**src/inc/rccs_defs.svh**
```systemverilog
`ifndef RCCS_DEFS_SVH
`define RCCS_DEFS_SVH

// array size: one register cell per quadrant
`define RCCS_NCELL      4
// clock pads: routed a, routed b, quadrant a..d
`define RCCS_NPIN       6
`define RCCS_AW         8
`define RCCS_DW         32

// register byte offsets
`define RCCS_OFS_CTRL   8'h00
`define RCCS_OFS_CELL   8'h04
`define RCCS_OFS_PIN    8'h08
`define RCCS_OFS_STAT   8'h0c
`define RCCS_OFS_TT0    8'h10

// control register fields
`define RCCS_CTRL_LARGE 0
`define RCCS_CTRL_RA_INT 1
`define RCCS_CTRL_RB_INT 2
`define RCCS_CTRL_RA_IO 3
`define RCCS_CTRL_RB_IO 4
`define RCCS_CTRL_QUSE  8
`define RCCS_CTRL_QINT  12

// per-cell configuration byte fields
`define RCCS_CELL_W     8
`define RCCS_CELL_SRC   0
`define RCCS_CELL_POL   3
`define RCCS_CELL_QSEL  4
`define RCCS_CELL_INV   6

// pin register and status fields
`define RCCS_PIN_OE     8
`define RCCS_STAT_PIN   4
`define RCCS_STAT_NETA  10
`define RCCS_STAT_NETB  11
`define RCCS_STAT_QNET  12
`define RCCS_STAT_IO    16

// reset values
`define RCCS_CTRL_RST   32'h0000_0000
`define RCCS_CELL_RST   32'h0000_0000
`define RCCS_PIN_RST    32'h0000_0000
`define RCCS_TT_RST     32'h0000_0000

`endif

```
**src/inc/rccs_pkg.sv**
```systemverilog
`include "rccs_defs.svh"

package rccs_pkg;
	// clock origin of a register cell
	typedef enum logic [2:0] {
		RCCS_SRC_HARD   = 3'h0,
		RCCS_SRC_ROUTA  = 3'h1,
		RCCS_SRC_ROUTB  = 3'h2,
		RCCS_SRC_QUAD   = 3'h3,
		RCCS_SRC_INTERN = 3'h4
	} rccs_src_t;

	// register cell state
	typedef struct packed {
		logic q;
		logic clk_prev;
	} rccs_cell_st_t;

	// top-level state
	typedef struct packed {
		logic [`RCCS_DW-1:0]                   ctrl;
		logic [`RCCS_DW-1:0]                   cell_cfg;
		logic [`RCCS_DW-1:0]                   pin_cfg;
		logic [`RCCS_NCELL-1:0][`RCCS_DW-1:0]  truth;
		logic [`RCCS_DW-1:0]                   rdata;
		logic [`RCCS_NPIN-1:0]                 pin_out;
		logic [`RCCS_NPIN-1:0]                 pin_oe;
	} rccs_top_st_t;
endpackage

```
**src/logic/rccs_clock_fabric.sv**
```systemverilog
`timescale 1ns/100ps
`include "rccs_defs.svh"


module rccs_clock_fabric (
	input  wire logic                       ref_clk_i,
	input  wire logic                       sys_rst_i,
	input  wire logic [`RCCS_AW-1:0]        reg_addr_i,
	input  wire logic [`RCCS_DW-1:0]        reg_wdata_i,
	input  wire logic                       reg_wr_i,
	input  wire logic                       reg_rd_i,
	output logic      [`RCCS_DW-1:0]        reg_rdata_o,
	input  wire logic                       hardwired_clock_i,
	input  wire logic [`RCCS_NPIN-1:0]      clk_pin_i,
	output logic      [`RCCS_NPIN-1:0]      clk_pin_o,
	output logic      [`RCCS_NPIN-1:0]      clk_pin_oe_o,
	input  wire logic [3*`RCCS_NCELL-1:0]   cell_data_i,
	input  wire logic [`RCCS_NCELL-1:0]     invertible_logic_input_i,
	input  wire logic [`RCCS_NCELL-1:0]     enable_select_0_i,
	input  wire logic [`RCCS_NCELL-1:0]     enable_select_1_i,
	input  wire logic [`RCCS_NCELL-1:0]     async_clear_i,
	input  wire logic [`RCCS_NCELL-1:0]     async_preset_i,
	output logic      [`RCCS_NCELL-1:0]     cell_q_o
);
	import rccs_pkg::*;

	rccs_top_st_t st;      // all registered state
	rccs_top_st_t next_st; // its next value

	// clock networks and fabric nets
	logic                         routed_clock_a;  // routed network a
	logic                         routed_clock_b;  // routed network b
	logic [`RCCS_NCELL-1:0]       quad_net;        // quadrant networks a..d
	logic [`RCCS_NPIN-1:0]        io_mask;         // pads working as plain I/O
	logic [`RCCS_NCELL-1:0]       logic_out;       // combinational cell outputs
	logic [`RCCS_NCELL-1:0]       cell_clk;        // selected clock per cell
	logic [`RCCS_NCELL-1:0][4:0]  cell_in;         // lookup inputs per cell

	// one cell's configuration byte
	function automatic logic [`RCCS_CELL_W-1:0] cfg_of(
		input logic [`RCCS_DW-1:0] cfg,
		input int                  idx
	);
		cfg_of = cfg[idx*`RCCS_CELL_W +: `RCCS_CELL_W];
	endfunction

	// byte offset of a truth table register
	function automatic logic [`RCCS_AW-1:0] tt_ofs(input int idx);
		tt_ofs = `RCCS_OFS_TT0 + `RCCS_AW'(4 * idx);
	endfunction

	// which pads act as I/O for a given control word
	function automatic logic [`RCCS_NPIN-1:0] io_of(input logic [`RCCS_DW-1:0] c);
		logic lg;
		lg = c[`RCCS_CTRL_LARGE];
		io_of[0] = lg & c[`RCCS_CTRL_RA_IO];
		io_of[1] = lg & c[`RCCS_CTRL_RB_IO];
		// a quadrant pad is I/O unless claimed as a clock
		io_of[5:2] = ~({4{lg}} & c[`RCCS_CTRL_QUSE +: 4]);
	endfunction

	// clock mux of one register cell
	function automatic logic pick_clk(
		input logic [2:0] src,
		input logic [1:0] qsel,
		input logic       hard,
		input logic       ra,
		input logic       rb,
		input logic [3:0] qn,
		input logic       intern
	);
		case (src)
			RCCS_SRC_HARD:   pick_clk = hard;
			RCCS_SRC_ROUTA:  pick_clk = ra;
			RCCS_SRC_ROUTB:  pick_clk = rb;
			// several cells may share one quadrant clock
			RCCS_SRC_QUAD:   pick_clk = qn[qsel];
			RCCS_SRC_INTERN: pick_clk = intern;
			// undefined codes park the clock low
			default:         pick_clk = 1'b0;
		endcase
	endfunction

	// io mask follows the live control register
	assign io_mask = io_of(st.ctrl);

	// routed networks: pin or internal logic, silent when pad is I/O
	// internal origin is the cell register, so net a never loops through a lookup
	always_comb begin
		if (io_mask[0]) begin
			routed_clock_a = 1'b0;
		end else if (st.ctrl[`RCCS_CTRL_RA_INT]) begin
			routed_clock_a = cell_q_o[0];
		end else begin
			routed_clock_a = clk_pin_i[0];
		end
		if (io_mask[1]) begin
			routed_clock_b = 1'b0;
		end else if (st.ctrl[`RCCS_CTRL_RB_INT]) begin
			routed_clock_b = cell_q_o[1];
		end else begin
			routed_clock_b = clk_pin_i[1];
		end
	end

	// quadrant networks exist only on the large variant
	always_comb begin
		for (int j = 0; j < `RCCS_NCELL; j++) begin
			if (io_mask[2+j]) begin
				quad_net[j] = 1'b0;
			end else if (st.ctrl[`RCCS_CTRL_QINT+j]) begin
				quad_net[j] = logic_out[j];
			end else begin
				quad_net[j] = clk_pin_i[2+j];
			end
		end
	end

	// cell array: lookup cell feeds register cell
	for (genvar i = 0; i < `RCCS_NCELL; i++) begin : g_cell
		localparam int NXT = (i + 1) % `RCCS_NCELL;

		// routed clock a may enter logic, the hardwired clock never does
		assign cell_in[i] = {invertible_logic_input_i[i],
			cell_data_i[3*i +: 3], routed_clock_a};

		rccs_logic_cell u_lc (
			.in_i    (cell_in[i]),
			.truth_i (st.truth[i]),
			.inv_i   (st.cell_cfg[i*`RCCS_CELL_W + `RCCS_CELL_INV]),
			.out_o   (logic_out[i])
		);

		logic [`RCCS_CELL_W-1:0] cfg_b;  // this cell's configuration byte
		logic [2:0]              src_b;  // clock origin code
		logic [1:0]              qsel_b; // quadrant clock index

		// a function result cannot be part-selected, so land it on a net first
		assign cfg_b = cfg_of(st.cell_cfg, i);
		assign src_b = cfg_b[`RCCS_CELL_SRC +: 3];
		assign qsel_b = cfg_b[`RCCS_CELL_QSEL +: 2];

		// internal clock origin is the neighbour's logic output
		assign cell_clk[i] = pick_clk(src_b, qsel_b,
			hardwired_clock_i, routed_clock_a, routed_clock_b,
			quad_net, logic_out[NXT]);

		rccs_reg_cell u_rc (
			.ref_clk_i (ref_clk_i),
			.sys_rst_i (sys_rst_i),
			.sel_clk_i (cell_clk[i]),
			.fall_i    (st.cell_cfg[i*`RCCS_CELL_W + `RCCS_CELL_POL]),
			.d_i       (logic_out[i]),
			.es0_i     (enable_select_0_i[i]),
			.es1_i     (enable_select_1_i[i]),
			.clr_i     (async_clear_i[i]),
			.pre_i     (async_preset_i[i]),
			.q_o       (cell_q_o[i])
		);

		// every origin code puts the matching net on the cell clock
		a_pick_hard: assert property (@(posedge ref_clk_i) disable iff (sys_rst_i)
			src_b == RCCS_SRC_HARD |-> cell_clk[i] == hardwired_clock_i)
			else $error("hardwired origin not on cell clock");
		a_pick_routa: assert property (@(posedge ref_clk_i) disable iff (sys_rst_i)
			src_b == RCCS_SRC_ROUTA |-> cell_clk[i] == routed_clock_a)
			else $error("routed origin a not on cell clock");
		a_pick_routb: assert property (@(posedge ref_clk_i) disable iff (sys_rst_i)
			src_b == RCCS_SRC_ROUTB |-> cell_clk[i] == routed_clock_b)
			else $error("routed origin b not on cell clock");
		a_pick_quad: assert property (@(posedge ref_clk_i) disable iff (sys_rst_i)
			src_b == RCCS_SRC_QUAD |-> cell_clk[i] == quad_net[qsel_b])
			else $error("quadrant origin not on cell clock");
		a_pick_intern: assert property (@(posedge ref_clk_i) disable iff (sys_rst_i)
			src_b == RCCS_SRC_INTERN |-> cell_clk[i] == logic_out[NXT])
			else $error("internal origin not on cell clock");
		// spare codes must never clock the cell
		a_pick_park: assert property (@(posedge ref_clk_i) disable iff (sys_rst_i)
			src_b > 3'h4 |-> !cell_clk[i])
			else $error("spare origin code clocks the cell");
		// a truth table write lands on its own cell
		a_tt_write: assert property (@(posedge ref_clk_i) disable iff (sys_rst_i)
			reg_wr_i && reg_addr_i == tt_ofs(i) |=> st.truth[i] == $past(reg_wdata_i))
			else $error("truth table write lost");
	end

	// register writes, read mux and pad drive
	always_comb begin
		logic [`RCCS_DW-1:0] rd_val;
		rd_val = '0;
		next_st = st;
		// writes land at the edge that closes the strobe cycle
		if (reg_wr_i) begin
			case (reg_addr_i)
				`RCCS_OFS_CTRL: next_st.ctrl = reg_wdata_i;
				`RCCS_OFS_CELL: next_st.cell_cfg = reg_wdata_i;
				`RCCS_OFS_PIN:  next_st.pin_cfg = reg_wdata_i;
				default: begin
					for (int i = 0; i < `RCCS_NCELL; i++) begin
						if (reg_addr_i == tt_ofs(i)) begin
							next_st.truth[i] = reg_wdata_i;
						end
					end
				end
			endcase
		end
		// unmapped reads answer zero
		case (reg_addr_i)
			`RCCS_OFS_CTRL: rd_val = st.ctrl;
			`RCCS_OFS_CELL: rd_val = st.cell_cfg;
			`RCCS_OFS_PIN:  rd_val = st.pin_cfg;
			`RCCS_OFS_STAT: begin
				rd_val[`RCCS_NCELL-1:0] = cell_q_o;
				rd_val[`RCCS_STAT_PIN +: `RCCS_NPIN] = clk_pin_i;
				rd_val[`RCCS_STAT_NETA] = routed_clock_a;
				rd_val[`RCCS_STAT_NETB] = routed_clock_b;
				rd_val[`RCCS_STAT_QNET +: `RCCS_NCELL] = quad_net;
				rd_val[`RCCS_STAT_IO +: `RCCS_NPIN] = io_mask;
			end
			default: begin
				for (int i = 0; i < `RCCS_NCELL; i++) begin
					if (reg_addr_i == tt_ofs(i)) begin
						rd_val = st.truth[i];
					end
				end
			end
		endcase
		// read data stand only in the cycle after the strobe
		next_st.rdata = reg_rd_i ? rd_val : '0;
		// pads drive only in I/O mode; uses the new control so
		// mode and drive switch on the same edge
		next_st.pin_out = next_st.pin_cfg[`RCCS_NPIN-1:0];
		next_st.pin_oe = next_st.pin_cfg[`RCCS_PIN_OE +: `RCCS_NPIN]
			& io_of(next_st.ctrl);
	end

	// single state register
	always_ff @(posedge ref_clk_i) begin
		if (sys_rst_i) begin
			st.ctrl <= `RCCS_CTRL_RST;
			st.cell_cfg <= `RCCS_CELL_RST;
			st.pin_cfg <= `RCCS_PIN_RST;
			st.truth <= {`RCCS_NCELL{`RCCS_TT_RST}};
			st.rdata <= '0;
			st.pin_out <= '0;
			st.pin_oe <= '0;
		end else begin
			st <= next_st;
		end
	end

	// outputs straight from the state flops
	assign reg_rdata_o = st.rdata;
	assign clk_pin_o = st.pin_out;
	assign clk_pin_oe_o = st.pin_oe;

	a_routed_io_gate: assert property (@(posedge ref_clk_i) disable iff (sys_rst_i)
		!st.ctrl[`RCCS_CTRL_LARGE] |-> clk_pin_oe_o[1:0] == 2'b00)
		else $error("routed pad driven on small variant");
	a_quad_clk_nodrv: assert property (@(posedge ref_clk_i) disable iff (sys_rst_i)
		st.ctrl[`RCCS_CTRL_LARGE] && st.ctrl[`RCCS_CTRL_QUSE]
		|-> !clk_pin_oe_o[2]) else $error("quadrant clock pad driven");
	a_quad_net_off: assert property (@(posedge ref_clk_i) disable iff (sys_rst_i)
		!st.ctrl[`RCCS_CTRL_LARGE] |-> quad_net == 4'h0)
		else $error("quadrant clock on small variant");
	a_status_read: assert property (@(posedge ref_clk_i) disable iff (sys_rst_i)
		reg_rd_i && reg_addr_i == `RCCS_OFS_STAT
		|=> reg_rdata_o[`RCCS_NCELL-1:0] == $past(cell_q_o))
		else $error("status read wrong");
	a_rdata_idle: assert property (@(posedge ref_clk_i) disable iff (sys_rst_i)
		!reg_rd_i |=> reg_rdata_o == '0) else $error("read data outside slot");
	a_hard_select: assert property (@(posedge ref_clk_i) disable iff (sys_rst_i)
		st.cell_cfg[2:0] == RCCS_SRC_HARD |-> cell_clk[0] == hardwired_clock_i)
		else $error("hardwired clock not selected");

	// routed networks follow their chosen origin
	a_routed_a_pin: assert property (@(posedge ref_clk_i) disable iff (sys_rst_i)
		!io_mask[0] && !st.ctrl[`RCCS_CTRL_RA_INT]
		|-> routed_clock_a == clk_pin_i[0]) else $error("routed net a not from its pad");
	a_routed_a_int: assert property (@(posedge ref_clk_i) disable iff (sys_rst_i)
		!io_mask[0] && st.ctrl[`RCCS_CTRL_RA_INT]
		|-> routed_clock_a == cell_q_o[0]) else $error("routed net a not from logic");
	a_routed_b_pin: assert property (@(posedge ref_clk_i) disable iff (sys_rst_i)
		!io_mask[1] && !st.ctrl[`RCCS_CTRL_RB_INT]
		|-> routed_clock_b == clk_pin_i[1]) else $error("routed net b not from its pad");
	a_routed_b_int: assert property (@(posedge ref_clk_i) disable iff (sys_rst_i)
		!io_mask[1] && st.ctrl[`RCCS_CTRL_RB_INT]
		|-> routed_clock_b == cell_q_o[1]) else $error("routed net b not from logic");
	// a routed pad working as I/O leaves its network quiet
	a_routed_a_io: assert property (@(posedge ref_clk_i) disable iff (sys_rst_i)
		io_mask[0] |-> !routed_clock_a) else $error("routed net a live on I/O pad");
	a_routed_b_io: assert property (@(posedge ref_clk_i) disable iff (sys_rst_i)
		io_mask[1] |-> !routed_clock_b) else $error("routed net b live on I/O pad");
	// small variant: routed pads stay clocks, quadrant pads are plain I/O
	a_small_no_io: assert property (@(posedge ref_clk_i) disable iff (sys_rst_i)
		!st.ctrl[`RCCS_CTRL_LARGE] |-> io_mask[1:0] == 2'b00)
		else $error("routed pad as I/O on small variant");
	a_small_quad_io: assert property (@(posedge ref_clk_i) disable iff (sys_rst_i)
		!st.ctrl[`RCCS_CTRL_LARGE] |-> io_mask[5:2] == 4'hf)
		else $error("quadrant pad not I/O on small variant");
	// pads drive only where the mask allows, with the written values
	a_pad_oe_mask: assert property (@(posedge ref_clk_i) disable iff (sys_rst_i)
		clk_pin_oe_o == (st.pin_cfg[`RCCS_PIN_OE +: `RCCS_NPIN] & io_mask))
		else $error("pad drive outside I/O mask");
	a_pad_value: assert property (@(posedge ref_clk_i) disable iff (sys_rst_i)
		clk_pin_o == st.pin_cfg[`RCCS_NPIN-1:0])
		else $error("pad value differs from pin register");
	// register writes land at the strobe edge, status ignores them
	a_ctrl_write: assert property (@(posedge ref_clk_i) disable iff (sys_rst_i)
		reg_wr_i && reg_addr_i == `RCCS_OFS_CTRL |=> st.ctrl == $past(reg_wdata_i))
		else $error("control write lost");
	a_cell_write: assert property (@(posedge ref_clk_i) disable iff (sys_rst_i)
		reg_wr_i && reg_addr_i == `RCCS_OFS_CELL |=> st.cell_cfg == $past(reg_wdata_i))
		else $error("cell configuration write lost");
	a_pin_write: assert property (@(posedge ref_clk_i) disable iff (sys_rst_i)
		reg_wr_i && reg_addr_i == `RCCS_OFS_PIN |=> st.pin_cfg == $past(reg_wdata_i))
		else $error("pin register write lost");
	a_stat_no_write: assert property (@(posedge ref_clk_i) disable iff (sys_rst_i)
		reg_wr_i && reg_addr_i == `RCCS_OFS_STAT
		|=> $stable(st.ctrl) && $stable(st.cell_cfg) && $stable(st.pin_cfg))
		else $error("status write changed a register");
	a_ctrl_read: assert property (@(posedge ref_clk_i) disable iff (sys_rst_i)
		reg_rd_i && reg_addr_i == `RCCS_OFS_CTRL |=> reg_rdata_o == $past(st.ctrl))
		else $error("control read wrong");

	// quadrant networks, one set of checks per network
	for (genvar j = 0; j < `RCCS_NCELL; j++) begin : g_quad_chk
		a_quad_pin: assert property (@(posedge ref_clk_i) disable iff (sys_rst_i)
			!io_mask[2+j] && !st.ctrl[`RCCS_CTRL_QINT+j]
			|-> quad_net[j] == clk_pin_i[2+j]) else $error("quadrant net not from its pad");
		a_quad_int: assert property (@(posedge ref_clk_i) disable iff (sys_rst_i)
			!io_mask[2+j] && st.ctrl[`RCCS_CTRL_QINT+j]
			|-> quad_net[j] == logic_out[j]) else $error("quadrant net not from logic");
		a_quad_io: assert property (@(posedge ref_clk_i) disable iff (sys_rst_i)
			io_mask[2+j] |-> !quad_net[j]) else $error("quadrant net live on I/O pad");
		a_quad_nodrv: assert property (@(posedge ref_clk_i) disable iff (sys_rst_i)
			st.ctrl[`RCCS_CTRL_LARGE] && st.ctrl[`RCCS_CTRL_QUSE+j]
			|-> !clk_pin_oe_o[2+j]) else $error("claimed quadrant pad driven");
	end
endmodule

```
**src/logic/rccs_logic_cell.sv**
```systemverilog
`timescale 1ns/100ps
`include "rccs_defs.svh"

// five-input lookup cell; input 4 has its own inverter
module rccs_logic_cell (
	input  wire logic [4:0]  in_i,
	input  wire logic [31:0] truth_i,
	input  wire logic        inv_i,
	output logic             out_o
);
	import rccs_pkg::*;

	logic [4:0] idx;   // table index after inversion

	// the inverter lets one cell hold a 3-input xor
	always_comb begin
		idx = {in_i[4] ^ inv_i, in_i[3:0]};
		out_o = truth_i[idx];
	end
endmodule

```
**src/logic/rccs_reg_cell.sv**
```systemverilog
`timescale 1ns/100ps
`include "rccs_defs.svh"

// register cell: edge-selected flop with clear, preset, enable
module rccs_reg_cell (
	input  wire logic ref_clk_i,
	input  wire logic sys_rst_i,
	input  wire logic sel_clk_i,
	input  wire logic fall_i,
	input  wire logic d_i,
	input  wire logic es0_i,
	input  wire logic es1_i,
	input  wire logic clr_i,
	input  wire logic pre_i,
	output logic      q_o
);
	import rccs_pkg::*;

	rccs_cell_st_t st;      // current state
	rccs_cell_st_t next_st; // next state
	logic          edge_hit; // active edge of selected clock
	logic          enable;   // enable from the two select lines

	// edge detect on sampled clock, then priority chain
	always_comb begin
		next_st = st;
		next_st.clk_prev = sel_clk_i;
		// polarity picks which transition counts
		edge_hit = fall_i ? (st.clk_prev & ~sel_clk_i) : (~st.clk_prev & sel_clk_i);
		// select 1 arms gating, select 0 then enables
		enable = ~es1_i | es0_i;
		if (clr_i) begin
			// clear beats preset when both are high
			next_st.q = 1'b0;
		end else if (pre_i) begin
			next_st.q = 1'b1;
		end else if (edge_hit && enable) begin
			// enable sampled on the edge, clock itself untouched
			next_st.q = d_i;
		end
	end

	// state register; clear/preset act without waiting for the cell clock
	always_ff @(posedge ref_clk_i) begin
		if (sys_rst_i) begin
			st <= '0;
		end else begin
			st <= next_st;
		end
	end

	assign q_o = st.q;

	a_clear_wins: assert property (@(posedge ref_clk_i) disable iff (sys_rst_i)
		clr_i |=> !q_o) else $error("clear did not force low");
	a_preset_sets: assert property (@(posedge ref_clk_i) disable iff (sys_rst_i)
		!clr_i && pre_i |=> q_o) else $error("preset did not force high");
	a_hold_disabled: assert property (@(posedge ref_clk_i) disable iff (sys_rst_i)
		!clr_i && !pre_i && !enable |=> $stable(q_o)) else $error("disabled cell changed");
	a_capture_edge: assert property (@(posedge ref_clk_i) disable iff (sys_rst_i)
		!clr_i && !pre_i && enable && edge_hit |=> q_o == $past(d_i))
		else $error("active edge missed");
	a_no_edge_hold: assert property (@(posedge ref_clk_i) disable iff (sys_rst_i)
		!clr_i && !pre_i && !edge_hit |=> $stable(q_o)) else $error("changed without edge");
endmodule

```
**config.mk**
```make
export PLATFORM = sky130hd
export DESIGN_NAME = rccs_clock_fabric
export DESIGN_NICKNAME = d
export VERILOG_FILES = /design/src/inc/rccs_pkg.sv /design/src/logic/rccs_clock_fabric.sv /design/src/logic/rccs_logic_cell.sv /design/src/logic/rccs_reg_cell.sv
export VERILOG_INCLUDE_DIRS = /design/src /design/src/inc
export SDC_FILE = /design/constraint.sdc
export NUM_CORES = 1
export LEC_CHECK = 0
export ABC_CLOCK_PERIOD_IN_PS = 8500
export BUFFER_PORTS_ARGS = -buffer_cell sky130_fd_sc_hd__buf_2
export CORE_MARGIN = 4
export CORE_UTILIZATION = 50
export CTS_CLUSTER_DIAMETER = 200
export DETAILED_ROUTE_END_ITERATION = 10
export GPL_ROUTABILITY_DRIVEN = 0
export PLACE_DENSITY = 0.7
export SLEW_MARGIN = 20
export SYNTH_ARGS = -nofsm -noshare
export SYNTH_HDL_FRONTEND = slang
export SYNTH_SLANG_ARGS = --single-unit
```
**constraint.sdc**
```tcl
create_clock -name ref_clk_i -period 8.5 [get_ports ref_clk_i]
set_input_delay 0.425 -clock ref_clk_i [delete_from_list [all_inputs] [get_ports ref_clk_i]]
set_output_delay 0.425 -clock ref_clk_i [all_outputs]
set_load 0.01 [all_outputs]
```
==> impl_results.md <==
- RSZ-0062 raised after global routing: false
- Hold_ws: 0.0428 ns
- CP dominant cell by count: a221oi_1
- Setup CP Type: register to register
- Setup TNS Final: 0 ns
- Post CTS Setup Buffer Count: 0
- Rel. slew slack: 0.279
- EDFF count, synth: 0
- Share of cells above drive strength 1: 0.147
- Crit Path Max Fanout: 16
- Maximum VDD drop: 148 uV
- H-tree levels: 1
- Fill count: 2,334
- WP data arrival: 4.78 ns
- Clk_skew: 0.0119 ns
- Synth async-reset ratio: 0
- Starting Density: 0.514
- Distinct cell type count after synthesis: 62
- IO Port Bufs: 130
- Vias in the first global route: 11,600
- # rows: 58
- Syn_area_per_cell: 7.79 sq um
- Reg2reg setup slack: 4.13 ns
- CTS root buffer: clkbuf_16
- DRC violations left: 0
- Mapped Area: 13,100 sq um
- CTS Buf Count: 29
- Syn Nets: 1,759
- DIE WIDTH: 170 um
- Register bit total from synthesis: 270
- Die ar.: 28,800 sq um
- CTS resizes: 0
- Max-cap violations: 0
- Fin nets: 1,771
- Die Y: 170 um
- Least-Margin Pin Slew: 1.08 ns
- Hold_sp: async_clear_i[2]
- Crit-path cells: and2_1 > nor2_4 > buf_4 > mux4_2 > a221o_1 > nor2_1 > a221oi_1 > a221oi_1 > and3b_1 > mux2i_1 > a311oi_2
- Worst stage delay on the critical path: 0.55 ns
- CP max stage cell: nor2_4
- Top FF cell, synth: dfxtp_1
- Routed wire length per instance: 23.2 um
- Hold buffer count at cts: 0
- Vias: 12,800
- Reg2reg path depth: 11
- All-layer global routing usage: 0.315
- Final antenna-violating net count: 0
- Clk buf depth: 3
- CTS tree: done
- Post-route clock period utilization: 0.514
- Hold Fails Final Rpt: 0
- First-pass GRT wire length: 70,500 um
- PD cells: 193 nW/um^2
- WP data required: 8.91 ns
- Seq/Total Area, Yosys: 0.414
- Leakage: 0.00504 uW
- Reg-to-Reg Start: st[236]
- Skew-Pair Late Insertion Delay: 0.56 ns
- Initial DRC count: 2,066
- Minimum clock period: 4.37 ns
- Final global-route overflow total: 0
- Yosys warns: 0
- Worst R2R End: g_cell[3].u_rc.q_o
- Hold Path End: g_cell[2].u_rc.q_o
- Multi-input gate area: 6830 sq um
- Final Max Slew Viols: 0
- Fmax: 229 MHz
- Final WL: 47,400 um
- Syn Inst Count: 1,676
- Path type of the worst min-delay path: input port to register
- DP Wirelength: 32,300 um
- Sequential Area: 5410 sq um
- Clk sink count: 270
- Critical path capture point type: register
- Worst setup SP type: register
- Vias per cell: 6.28
- Drt pass-1 iters: 8
- Initial antenna violation count: 5
- Largest net degree at the start of global routing: 93
- I/O pin count: 131
- Area delta synth->final: 11.6%
- Core Area: 25,400 sq um
- Status: finished, final reports clean
- Worst-path clk slew: 0.06 ns
- Worst hold path cell count: 2
- Setup violators final: 0
## flip-flops by register name (all words and copies together), names as in the netlist
name,flops
st,192
g_cell.cfg_b,32
reg_rdata_o,32
clk_pin_oe_o,6
g_cell.u_rc.q_o,4
g_cell.u_rc.st,4
## cell families (layout without fill, tap and decap cells)
group / Yosys count / in the layout / share of synthesized area
AO/OA/AOI/OAI: 436 / 436 / 0.196
XOR/XNOR: 4 / 4 / 0.00268
buffers and inverters: 184 / 218 / 0.0679
flip-flops: 270 / 270 / 0.414
multiplexers: 108 / 108 / 0.105
other: 0 / 3 / 0
AND/OR/NAND/NOR: 674 / 674 / 0.214
## synthesized netlist by cell type (5+ instances only)
cell,instances,area [sq um]
mux2i_1,79,791
nand3_1,22,110
a221o_1,6,60.1
a211oi_1,10,75.1
nand2b_1,12,75.1
dfxtp_1,270,5410
nand2_1,497,1870
o22ai_1,13,81.3
a221oi_1,26,228
a31oi_1,12,75.1
nor3_1,21,105
o21ai_0,35,175
mux4_2,23,518
nor2_1,67,251
a22oi_1,11,82.6
mux2_2,6,67.6
nor3b_1,5,37.5
and3_1,7,43.8
a21oi_1,281,1410
nor2b_1,11,68.8
buf_4,50,375
clkbuf_1,109,409
a311oi_1,7,61.3
inv_1,14,52.6
buf_1,5,18.8
## power by group
group / internal, uW / switching, uW / total [uW]
registers: 1270 / 4.45 / 1270
logic: 45.9 / 108 / 154
clock network: 823 / 556 / 1380
total: 2140 / 668 / 2810
## critical path, delay by kind of cell, from the launching register on
| family | cells | cell delay, ns |
|---|---|---|
| and+or+nand+nor | 4 | 1.54 |
| muxes | 2 | 0.78 |
| AOI/OAI and AO/OA | 4 | 1.05 |
| buffers and inverters | 1 | 0.39 |
| DFF | 1 | 0.45 |
## worst max-delay path by stage
stage / start / to / slack [ns] / cells past startpoint
3_5_place_dp: clk_pin_i[0] / g_cell[3].u_rc.q_o / 3.99 / 12
3_3_place_gp: clk_pin_i[0] / g_cell[3].u_rc.q_o / 4.19 / 12
6_report: st[236] / g_cell[3].u_rc.q_o / 4.13 / 11
4_1_cts: st[237] / g_cell[3].u_rc.q_o / 4.03 / 11
5_1_grt: st[236] / g_cell[3].u_rc.q_o / 3.93 / 11
2_1_floorplan: clk_pin_i[0] / g_cell[3].u_rc.q_o / 5.38 / 11
## through the flow
step / std cells / area [sq um] / utilization / power (uW) / setup slack (ns)
floorplan: 1676 / 13100 / - / 1380 / 5.38
global placement: 1987 / 13500 / 0.532 / 1450 / 4.19
detailed placement: 1987 / 13500 / 0.532 / 1450 / 3.99
CTS: 2040 / 14500 / 0.573 / 2800 / 4.03
global route: 2043 / 14600 / 0.573 / 2870 / 3.93
finish: 2043 / 14600 / 0.573 / 2810 / 4.13
## area by class of cell
class,instances,area share
clock inverter,18,0.0167
inverter,14,0.00361
multi-input combinational,1222,0.469
sequential,270,0.371
clock buffer,35,0.0548
timing repair buffer,151,0.0561
tap,330,0.0284
antenna,3,0.000515
## metal layers
metal / share of wire / GRT usage / wire (um) / vias up
met5: 0.00051 / 0 / 24 / -
met4: 0.037 / 0.106 / 1740 / 4
met3: 0.15 / 0.0804 / 7110 / 142
met2: 0.42 / 0.460 / 20100 / 932
met1: 0.39 / 0.455 / 18500 / 5976
li1: - / - / - / 5782
## cells in the final DEF (no fill, tap or decap), types with 6 or more instances in the layout
master       n
nand2_1    495
buf_2      128
and3_1       7
buf_4       22
dfxtp_1    270
mux2_2       6
inv_1       14
mux4_2      23
mux2i_1     78
nand3_1     22
nor3_1      19
a311oi_1     7
a221oi_1    26
a31oi_1     12
a21oi_1    281
a22oi_1     11
a211oi_1    10
clkbuf_16   29
o22ai_1     13
a221o_1      6
o21ai_0     35
nor2_1      60
nor2b_1     11
nand2b_1    11
(Power assumes the default switching activity.)
